--- config.mk ---
export PLATFORM = sky130hd
export DESIGN_NAME = lnbc_i2c_regs
export DESIGN_NICKNAME = d
export VERILOG_FILES = /design/src/hdl/lnbc_pkg.sv /design/src/hdl/lnbc_i2c_regs.sv
export SDC_FILE = /design/constraint.sdc
export NUM_CORES = 1
export LEC_CHECK = 0
export ABC_AREA = 1
export BUFFER_PORTS_ARGS = -buffer_cell sky130_fd_sc_hd__buf_2
export CORE_ASPECT_RATIO = 1.75
export CORE_MARGIN = 5
export CORE_UTILIZATION = 55
export DETAILED_ROUTE_END_ITERATION = 7
export PLACE_DENSITY = 0.82
export SYNTH_ARGS = -nofsm -noshare
export SYNTH_HDL_FRONTEND = slang
export SYNTH_SLANG_ARGS = --single-unit
--- constraint.sdc ---
create_clock -name i_clock -period 3.6 [get_ports i_clock]
set_clock_uncertainty 0.1 [all_clocks]
set_input_delay 0 -clock i_clock [delete_from_list [all_inputs] [get_ports i_clock]]
set_output_delay 0 -clock i_clock [all_outputs]
set_load 0.01 [all_outputs]
--- src/hdl/lnbc_pkg.sv ---
// Constants and types shared by the LNB controller register interface
package lnbc_pkg;

   localparam int         BYTE_BITS     = 8;
   localparam logic [4:0] ADDR_FIXED    = 5'h02;
   localparam logic [3:0] CNT_BYTE_DONE = 4'h8;
   localparam logic [7:0] REG_RESET     = 8'h00;

   localparam logic [2:0] SEL_STATUS    = 3'h0;
   localparam logic [2:0] SEL_TONE      = 3'h1;
   localparam logic [2:0] SEL_COMMAND   = 3'h2;
   localparam logic [2:0] SEL_CONTROL   = 3'h3;

   localparam int         SEL_MSB       = 7;
   localparam int         SEL_LSB       = 5;

   localparam int         TONE_EN_BIT   = 4;
   localparam int         MOD_SEL_BIT   = 3;
   localparam int         TONE_THR_BIT  = 2;

   localparam int         CUR_MODE_BIT  = 4;
   localparam int         VPIN_EN_BIT   = 3;
   localparam int         ILIM_HI_BIT   = 1;
   localparam int         ILIM_LO_BIT   = 0;

   localparam int         OUT_EN_BIT    = 4;
   localparam int         HI_RANGE_BIT  = 1;
   localparam int         LO_RANGE_BIT  = 0;

   typedef struct packed {
      logic overtemp_flag;
      logic open_cable_flag;
      logic voltage_range_fault;
      logic overload_flag;
      logic back_current_flag;
   } lnbc_status_t;

   typedef struct packed {
      logic tone_enable;
      logic modulation_select;
      logic tone_threshold_sel;
   } lnbc_tone_t;

   typedef struct packed {
      logic current_mode_sel;
      logic voltage_pin_enable;
      logic ilimit_sel_high;
      logic ilimit_sel_low;
   } lnbc_cmd_t;

   typedef struct packed {
      logic output_enable;
      logic high_range_sel;
      logic low_range_sel;
   } lnbc_ctrl_t;

   typedef enum logic [2:0] {
      ST_IDLE,
      ST_ADDR,
      ST_ADDR_ACK,
      ST_WRITE,
      ST_WRITE_ACK,
      ST_READ,
      ST_READ_ACK,
      ST_IGNORE
   } lnbc_state_t;

   typedef struct packed {
      logic         scl_m;
      logic         scl_s;
      logic         scl_d;
      logic         sda_m;
      logic         sda_s;
      logic         sda_d;
      logic         pg_m;
      logic         pg_s;
      logic [1:0]   asel_m;
      logic [1:0]   asel_s;
      lnbc_status_t stat_m;
      lnbc_status_t stat_s;
      lnbc_state_t  state;
      logic [3:0]   cnt;
      logic [7:0]   shreg;
      logic [7:0]   tx;
      logic         rw;
      logic         more;
      logic [1:0]   rd_ptr;
      logic         drive;
      lnbc_tone_t   tone;
      lnbc_cmd_t    cmd;
      lnbc_ctrl_t   ctrl;
   } lnbc_core_t;

endpackage

--- src/hdl/lnbc_i2c_regs.sv ---
// Two-wire slave and system registers of the LNB supply controller
// Notes on behaviour
// SDA is only sampled on SCL rise and only changed after SCL falls.
// SDA falling while SCL high is a start; it begins a transfer.
// SDA rising while SCL high is a stop; it ends the transfer.
// Master sends stop before every new start; no repeated start.
// Bytes are eight bits, MSB first, each followed by one acknowledge bit.
// Receiver holds SDA low through the ninth clock to acknowledge.
// No acknowledge is driven while power-good is low.
// Address is 00010, two select pins, then direction bit, 1 read.
// Write is start, address, ack, data, ack, stop; both bytes acked.
// Top three data bits pick register: 000 status to 011 control.
// Only tone, command, control take writes; don't-care bits ignored.
// Reset clears all four registers to zero.
// Status low bits: overtemp, open cable, range fault, overload, back current.
// Overload flag shows the overload input live.
// Back-current and voltage-range flags show their inputs live.
// Open-cable flag shows the open-cable input live.
// Over-temperature flag shows the over-temperature input live.
// Tone enable and modulation select pick the tone source.
// Tone threshold bit selects receive or transmit decoder threshold.
// Two current-limit bits pick one of four output current limits.
// Current-mode bit 0 is dynamic limiting, 1 is static.
// Voltage-pin-enable 0 enables the range pin, 1 disables it.
// Read sends register bytes MSB first; master ack asks for more.
// While power-good is low, bus ignored and registers held at zero.
// Address pins give four addresses 0001000 to 0001011.
// Undefined select codes change nothing but the byte is still acked.
// Control holds output enable bit 4, range selects bits 1 and 0.
`timescale 1ns/100ps
`default_nettype none

module lnbc_i2c_regs
(
   input  wire logic                  i_clock,
   input  wire logic                  i_resetn,
   input  wire logic                  i_scl,
   input  wire logic                  i_sda,
   output logic                       o_sda,
   output logic                       o_sda_oe_n,
   input  wire logic                  i_addr_sel_hi,
   input  wire logic                  i_addr_sel_lo,
   input  wire logic                  i_power_good,
   input  wire lnbc_pkg::lnbc_status_t i_status,
   output lnbc_pkg::lnbc_tone_t       o_tone,
   output lnbc_pkg::lnbc_cmd_t        o_cmd,
   output lnbc_pkg::lnbc_ctrl_t       o_ctrl
);

   lnbc_pkg::lnbc_core_t r;
   lnbc_pkg::lnbc_core_t r_nxt;

   // Byte that the master would read back for a given register pointer
   function automatic logic [7:0] read_byte(input lnbc_pkg::lnbc_core_t s,
                                            input logic [1:0]           ptr);
      logic [7:0] b;
      b = lnbc_pkg::REG_RESET;
      case (ptr)
         2'h0:
         begin
            b[lnbc_pkg::SEL_MSB:lnbc_pkg::SEL_LSB] = lnbc_pkg::SEL_STATUS;
            b[4:0] = s.stat_s;
         end
         2'h1:
         begin
            b[lnbc_pkg::SEL_MSB:lnbc_pkg::SEL_LSB] = lnbc_pkg::SEL_TONE;
            b[lnbc_pkg::TONE_EN_BIT]  = s.tone.tone_enable;
            b[lnbc_pkg::MOD_SEL_BIT]  = s.tone.modulation_select;
            b[lnbc_pkg::TONE_THR_BIT] = s.tone.tone_threshold_sel;
         end
         2'h2:
         begin
            b[lnbc_pkg::SEL_MSB:lnbc_pkg::SEL_LSB] = lnbc_pkg::SEL_COMMAND;
            b[lnbc_pkg::CUR_MODE_BIT] = s.cmd.current_mode_sel;
            b[lnbc_pkg::VPIN_EN_BIT]  = s.cmd.voltage_pin_enable;
            b[lnbc_pkg::ILIM_HI_BIT]  = s.cmd.ilimit_sel_high;
            b[lnbc_pkg::ILIM_LO_BIT]  = s.cmd.ilimit_sel_low;
         end
         default:
         begin
            b[lnbc_pkg::SEL_MSB:lnbc_pkg::SEL_LSB] = lnbc_pkg::SEL_CONTROL;
            b[lnbc_pkg::OUT_EN_BIT]   = s.ctrl.output_enable;
            b[lnbc_pkg::HI_RANGE_BIT] = s.ctrl.high_range_sel;
            b[lnbc_pkg::LO_RANGE_BIT] = s.ctrl.low_range_sel;
         end
      endcase
      return b;
   endfunction

   logic       scl_rise;
   logic       scl_fall;
   logic       bus_start;
   logic       bus_stop;
   logic       addr_match;
   logic [2:0] bit_idx;
   logic [7:0] next_tx;
   logic [7:0] first_tx;

   always_comb
   begin
      r_nxt = r;
      // Synchronisers; first stages feed only the second stages
      r_nxt.scl_m  = i_scl;
      r_nxt.scl_s  = r.scl_m;
      r_nxt.scl_d  = r.scl_s;
      r_nxt.sda_m  = i_sda;
      r_nxt.sda_s  = r.sda_m;
      r_nxt.sda_d  = r.sda_s;
      r_nxt.pg_m   = i_power_good;
      r_nxt.pg_s   = r.pg_m;
      r_nxt.asel_m = {i_addr_sel_hi, i_addr_sel_lo};
      r_nxt.asel_s = r.asel_m;
      r_nxt.stat_m = i_status;
      r_nxt.stat_s = r.stat_m;

      scl_rise  = r.scl_s & ~r.scl_d;
      scl_fall  = ~r.scl_s & r.scl_d;
      bus_start = r.scl_s & r.scl_d & r.sda_d & ~r.sda_s;
      bus_stop  = r.scl_s & r.scl_d & ~r.sda_d & r.sda_s;
      // Select pins are synced; a change applies from the next address byte
      addr_match = (r.shreg[7:3] == lnbc_pkg::ADDR_FIXED) &&
                   (r.shreg[2:1] == r.asel_s);
      // Next read bit; cnt holds the rises already seen in this byte
      bit_idx = 3'(4'h7 - r.cnt);
      next_tx = read_byte(r, 2'(r.rd_ptr + 2'h1));
      first_tx = read_byte(r, 2'h0);

      case (r.state)
         lnbc_pkg::ST_IDLE:
         begin
            r_nxt.drive = 1'b0;
         end
         lnbc_pkg::ST_ADDR:
         begin
            if (scl_rise && r.cnt != lnbc_pkg::CNT_BYTE_DONE)
            begin
               r_nxt.shreg = {r.shreg[6:0], r.sda_s};
               r_nxt.cnt   = 4'(r.cnt + 4'h1);
            end
            else if (scl_fall && r.cnt == lnbc_pkg::CNT_BYTE_DONE)
            begin
               r_nxt.rw = r.shreg[0];
               if (addr_match)
               begin
                  r_nxt.drive = 1'b1;
                  r_nxt.state = lnbc_pkg::ST_ADDR_ACK;
               end
               else
               begin
                  // Another slave is addressed; stay off the line until stop
                  r_nxt.state = lnbc_pkg::ST_IGNORE;
               end
            end
         end
         lnbc_pkg::ST_ADDR_ACK:
         begin
            if (scl_fall)
            begin
               r_nxt.cnt = 4'h0;
               if (r.rw)
               begin
                  // Reads always begin at the status register
                  r_nxt.rd_ptr = 2'h0;
                  r_nxt.tx     = first_tx;
                  r_nxt.drive  = ~first_tx[7];
                  r_nxt.state  = lnbc_pkg::ST_READ;
               end
               else
               begin
                  // Ack ends at this fall; the data byte follows
                  r_nxt.drive = 1'b0;
                  r_nxt.state = lnbc_pkg::ST_WRITE;
               end
            end
         end
         lnbc_pkg::ST_WRITE:
         begin
            if (scl_rise && r.cnt != lnbc_pkg::CNT_BYTE_DONE)
            begin
               r_nxt.shreg = {r.shreg[6:0], r.sda_s};
               r_nxt.cnt   = 4'(r.cnt + 4'h1);
            end
            else if (scl_fall && r.cnt == lnbc_pkg::CNT_BYTE_DONE)
            begin
               r_nxt.drive = 1'b1;
               r_nxt.state = lnbc_pkg::ST_WRITE_ACK;
               case (r.shreg[lnbc_pkg::SEL_MSB:lnbc_pkg::SEL_LSB])
                  lnbc_pkg::SEL_TONE:
                  begin
                     r_nxt.tone.tone_enable =
                        r.shreg[lnbc_pkg::TONE_EN_BIT];
                     r_nxt.tone.modulation_select =
                        r.shreg[lnbc_pkg::MOD_SEL_BIT];
                     r_nxt.tone.tone_threshold_sel =
                        r.shreg[lnbc_pkg::TONE_THR_BIT];
                  end
                  lnbc_pkg::SEL_COMMAND:
                  begin
                     r_nxt.cmd.current_mode_sel =
                        r.shreg[lnbc_pkg::CUR_MODE_BIT];
                     r_nxt.cmd.voltage_pin_enable =
                        r.shreg[lnbc_pkg::VPIN_EN_BIT];
                     r_nxt.cmd.ilimit_sel_high =
                        r.shreg[lnbc_pkg::ILIM_HI_BIT];
                     r_nxt.cmd.ilimit_sel_low =
                        r.shreg[lnbc_pkg::ILIM_LO_BIT];
                  end
                  lnbc_pkg::SEL_CONTROL:
                  begin
                     r_nxt.ctrl.output_enable =
                        r.shreg[lnbc_pkg::OUT_EN_BIT];
                     r_nxt.ctrl.high_range_sel =
                        r.shreg[lnbc_pkg::HI_RANGE_BIT];
                     r_nxt.ctrl.low_range_sel =
                        r.shreg[lnbc_pkg::LO_RANGE_BIT];
                  end
                  default:
                  begin
                     // Status and undefined codes leave every register as is
                     r_nxt.cmd = r.cmd;
                  end
               endcase
            end
         end
         lnbc_pkg::ST_WRITE_ACK:
         begin
            if (scl_fall)
            begin
               // Further bytes in the same transfer are taken as more writes
               r_nxt.drive = 1'b0;
               r_nxt.cnt   = 4'h0;
               r_nxt.state = lnbc_pkg::ST_WRITE;
            end
         end
         lnbc_pkg::ST_READ:
         begin
            if (scl_rise)
            begin
               r_nxt.cnt = 4'(r.cnt + 4'h1);
            end
            else if (scl_fall)
            begin
               if (r.cnt == lnbc_pkg::CNT_BYTE_DONE)
               begin
                  // Release the line so the master can answer
                  r_nxt.drive = 1'b0;
                  r_nxt.state = lnbc_pkg::ST_READ_ACK;
               end
               else
               begin
                  r_nxt.drive = ~r.tx[bit_idx];
               end
            end
         end
         lnbc_pkg::ST_READ_ACK:
         begin
            if (scl_rise)
            begin
               // Master answer is taken at the rise and acted on at the fall
               r_nxt.more = ~r.sda_s;
            end
            else if (scl_fall)
            begin
               if (r.more)
               begin
                  r_nxt.rd_ptr = 2'(r.rd_ptr + 2'h1);
                  r_nxt.tx     = next_tx;
                  r_nxt.drive  = ~next_tx[7];
                  r_nxt.cnt    = 4'h0;
                  r_nxt.state  = lnbc_pkg::ST_READ;
               end
               else
               begin
                  r_nxt.state = lnbc_pkg::ST_IGNORE;
               end
            end
         end
         lnbc_pkg::ST_IGNORE:
         begin
            r_nxt.drive = 1'b0;
         end
         default:
         begin
            r_nxt.drive = 1'b0;
            r_nxt.state = lnbc_pkg::ST_IDLE;
         end
      endcase

      // A start restarts address reception from any state
      if (bus_start)
      begin
         r_nxt.drive = 1'b0;
         r_nxt.cnt   = 4'h0;
         r_nxt.state = lnbc_pkg::ST_ADDR;
      end
      else if (bus_stop)
      begin
         r_nxt.drive = 1'b0;
         r_nxt.state = lnbc_pkg::ST_IDLE;
      end

      // Lockout dominates everything; registers stay cleared until power is good
      if (!r.pg_s)
      begin
         r_nxt.drive = 1'b0;
         r_nxt.state = lnbc_pkg::ST_IDLE;
         r_nxt.tone  = '0;
         r_nxt.cmd   = '0;
         r_nxt.ctrl  = '0;
      end
   end

   always_ff @(posedge i_clock or negedge i_resetn)
   begin
      if (!i_resetn)
      begin
         r <= '0;
         // Bus flops start at the idle high level, so release shows no false edge
         r.scl_m <= 1'b1;
         r.scl_s <= 1'b1;
         r.scl_d <= 1'b1;
         r.sda_m <= 1'b1;
         r.sda_s <= 1'b1;
         r.sda_d <= 1'b1;
      end
      else
      begin
         r <= r_nxt;
      end
   end

   // Open drain: only ever pulls low, enable active low
   assign o_sda      = 1'b0;
   assign o_sda_oe_n = ~r.drive;
   assign o_tone     = r.tone;
   assign o_cmd      = r.cmd;
   assign o_ctrl     = r.ctrl;

endmodule // lnbc_i2c_regs

`default_nettype wire

==> results by group <==
Status
  – Status: completed

Critical path
  – Worst endpoint required time: 3.72 ns
  – Worst setup path end: r[21]
  – Crit path capture type: flip-flop
  – Setup CP Type: reg -> reg
  – R2R Setup Slk: 1.42 ns
  – Worst Setup SP: r[36]
  – Crit path max fanout: 13
  – Startpoint types: flip-flop
  – R2R cell count: 8
  – Arr. time, crit path: 2.30 ns
  – FF-to-FF End: r[21]
  – Critical R2R Launch: r[36]

Synth
  – Post-synthesis xor/xnor area fraction: 0.303%
  – Syn Nets: 380
  – Mux share of post-synthesis cell area: 0%
  – Post-Synth Simple-Gate Area: 26.5%
  – Post-synth EDFFs: 0
  – Syn_area_per_cell: 7.98 sq um
  – Post-Synthesis Cells: 362
  – Ranking of synthesized cells by area: dfrtp_1, nand2_1, o21ai_0
  – Netlist cell types: 29
  – Seq cells post-synth: 57
  – Synthesized cell area: 2890 sq um
  – Synth Flop Type: dfrtp_1
  – Synth Warn #: 0
  – Post-synthesis sequential area ratio: 49.7%
  – Adder-Cell Fraction of Synth Area: 2.60%
  – Share of the synthesized area in the top cell type: 44.2%
  – Yosys top cell by area: dfrtp_1
  – FFs w/ async S/R, synth: 100%
  – Post-synthesis compound-gate area fraction: 10.7%
  – Synth cell count leaders: nand2_1, dfrtp_1, inv_1
  – Count leader, synth: nand2_1
  – Main combinational cell family by area after synthesis: simple AND/OR/NAND/NOR gates

Place
  – HPWL Detailed: 4790 um
  – Final Wtd Congestion: 0.942
  – Port Buffers: 22

Final layout
  – Filler Cell Count: 439
  – Nets: 408
  – Fin util: 64.1%
  – Diode count: 0
  – Layout cells sized above 1: 15.7%
  – Layout area overhead: 14.7%

Timing
  – Final slew viol count: 0
  – RSZ-0062 raised after global routing: false
  – Worst slew margin: 63.4%
  – # setup viols final: 0
  – Maximum clock rate: 0.459 GHz
  – Setup TNS: 0 ns
  – Minimum clock period after layout: 2.18 ns
  – Hold_ws: 0.0257 ns
  – Final Cycle Share: 60.5%
  – Final Hold Vio Count: 0
  – Measured slew at the worst slew-check pin: 0.546 ns

GRT
  – Vias in the first global route: 2367
  – Global route total overflow: 0
  – Initial antenna violation count: 0
  – Largest net degree at the start of global routing: 41
  – GRT Resource Usage Total: 20.7%
  – Global-route wire length before repair: 10800 um

Detailed routing
  – Final WL: 6420 um
  – Final ANT Viol Nets: 0
  – Vias per cell: 5.30
  – Drt wl/cell: 14.3 um
  – Remaining DRCs: 0
  – DR pass1 iterations: 6
  – Vias post-DR: 2380
  – 1st-iter DRT viols: 122

Floorplan
  – Initial Utilization: 55.9%
  – Die X: 64.8 um
  – Core Region: 5170 sq um
  – Row cnt: 35
  – Die area: 6860 sq um
  – Die Y: 106 um
  – Io pins: 24

Clocking
  – Clk slew on worst S/H paths: 0.07 ns
  – Clock latency at the later pin of the worst-skew pair: 0.33 ns
  – CTS max path bufs: 2
  – Clock buffer count from CTS: 9
  – H-tree levels: 3
  – CTS tree: yes
  – CTS sink cnt: 57
  – CTS root buffer: clkbuf_8
  – Postcts setup bufs: 0

Flow run
  – Maxcap violations: 0

Worst hold path
  – Hold Crit Class: in -> async

Power
  – Leak Pwr: 1.73 nW
  – Peak supply drop: 0.000491 V
  – Pwr Density: 708 nW/um^2
[stage by stage]
step / instance area (sq um) / setup WS [ns] / std cells / total power, mW
after global placement: 2960 / 1.59 / 423 / 1.59
after CTS: 3310 / 1.44 / 449 / 2.35
after detailed placement: 2960 / 1.46 / 423 / 1.61
after global routing: 3310 / 1.12 / 449 / 2.50
final: 3310 / 1.42 / 449 / 2.34
after floorplan: 2890 / 1.82 / 362 / 1.43
[layout by cell type, fill, tap and decap left out, types with 2 or more instances in the layout]
cell / n
nor2_2: 4
ha_1: 6
bufinv_16: 3
nand3_2: 4
dfstp_2: 6
buf_2: 22
nand4_1: 5
o21ai_0: 36
nand2_1: 110
a21oi_1: 7
inv_1: 45
nor2_1: 24
nand3_1: 22
a31oi_1: 2
inv_2: 3
dfrtp_1: 51
nand2_2: 2
clkbuf_8: 10
o21ai_1: 6
dlygate4sd3_1: 11
nor3_1: 2
a22o_1: 2
[sequential cells by signal, indices dropped and copies added (netlist names)]
register,cells
r,42
o_cmd,4
first_tx,5
o_tone,3
o_ctrl,3
[worst max-delay path: stages, from the launching register on]
cell	delay (ns)
dfrtp_1	0.46
nand3_1	0.42
nor2_1	0.12
inv_1	0.09
o21ai_1	0.09
nor3_2	0.43
inv_1	0.18
nand2_1	0.10
o21ai_1	0.07
[how the worst min path moves through the flow]
stage | slack, ns | depth (start not counted) | to | from
2_1_floorplan | -0.40 | 0 | first_tx[0] | i_resetn
3_3_place_gp | -0.16 | 1 | r[46] | i_resetn
3_5_place_dp | -0.16 | 1 | r[46] | i_resetn
4_1_cts | 0.01 | 2 | r[46] | i_resetn
5_1_grt | 0.09 | 2 | r[43] | i_resetn
6_report | 0.03 | 2 | r[46] | i_resetn
[routing by layer]
layer,GRT usage (%),share of wire (%),vias up,routed length [um]
li1,-,-,1195,-
met1,21.3,38,1111,2450
met2,36.9,54,54,3450
met3,5.22,3.7,20,238
met4,11.5,4.2,0,272
met5,0,0,-,0
[timing repair]
item,in CTS,in global routing
hold endpoints to repair,28,0
hold buffers,11,0
resized for setup,0,0
endpoints found under the setup margin,0,0
[area by class of cell]
type	count	area, sq um	area share (%)
sequential	57	1430	43.3
multi-input combinational	240	1160	35.0
timing repair buffer	34	228	6.88
inverter	48	180	5.44
clock buffer	10	138	4.16
clock inverter	5	104	3.14
tap	55	68.8	2.08
[where the power goes]
group          switching (mW)  leakage, nW  total [mW]  internal (mW)
combinational           0.479        0.888       0.715          0.235
clock                   0.250        0.122       0.725          0.474
sequential              0.129        0.717       0.905          0.776
[cell families after synthesis]
group,Yosys count
AOI/OAI and AO/OA,56
xor gates and xnor gates,1
adders and majority gates,6
buffers and inverters,65
DFF,57
other,1
and+or+nand+nor,176
Note: power is estimated with default switching activity, not from simulation.
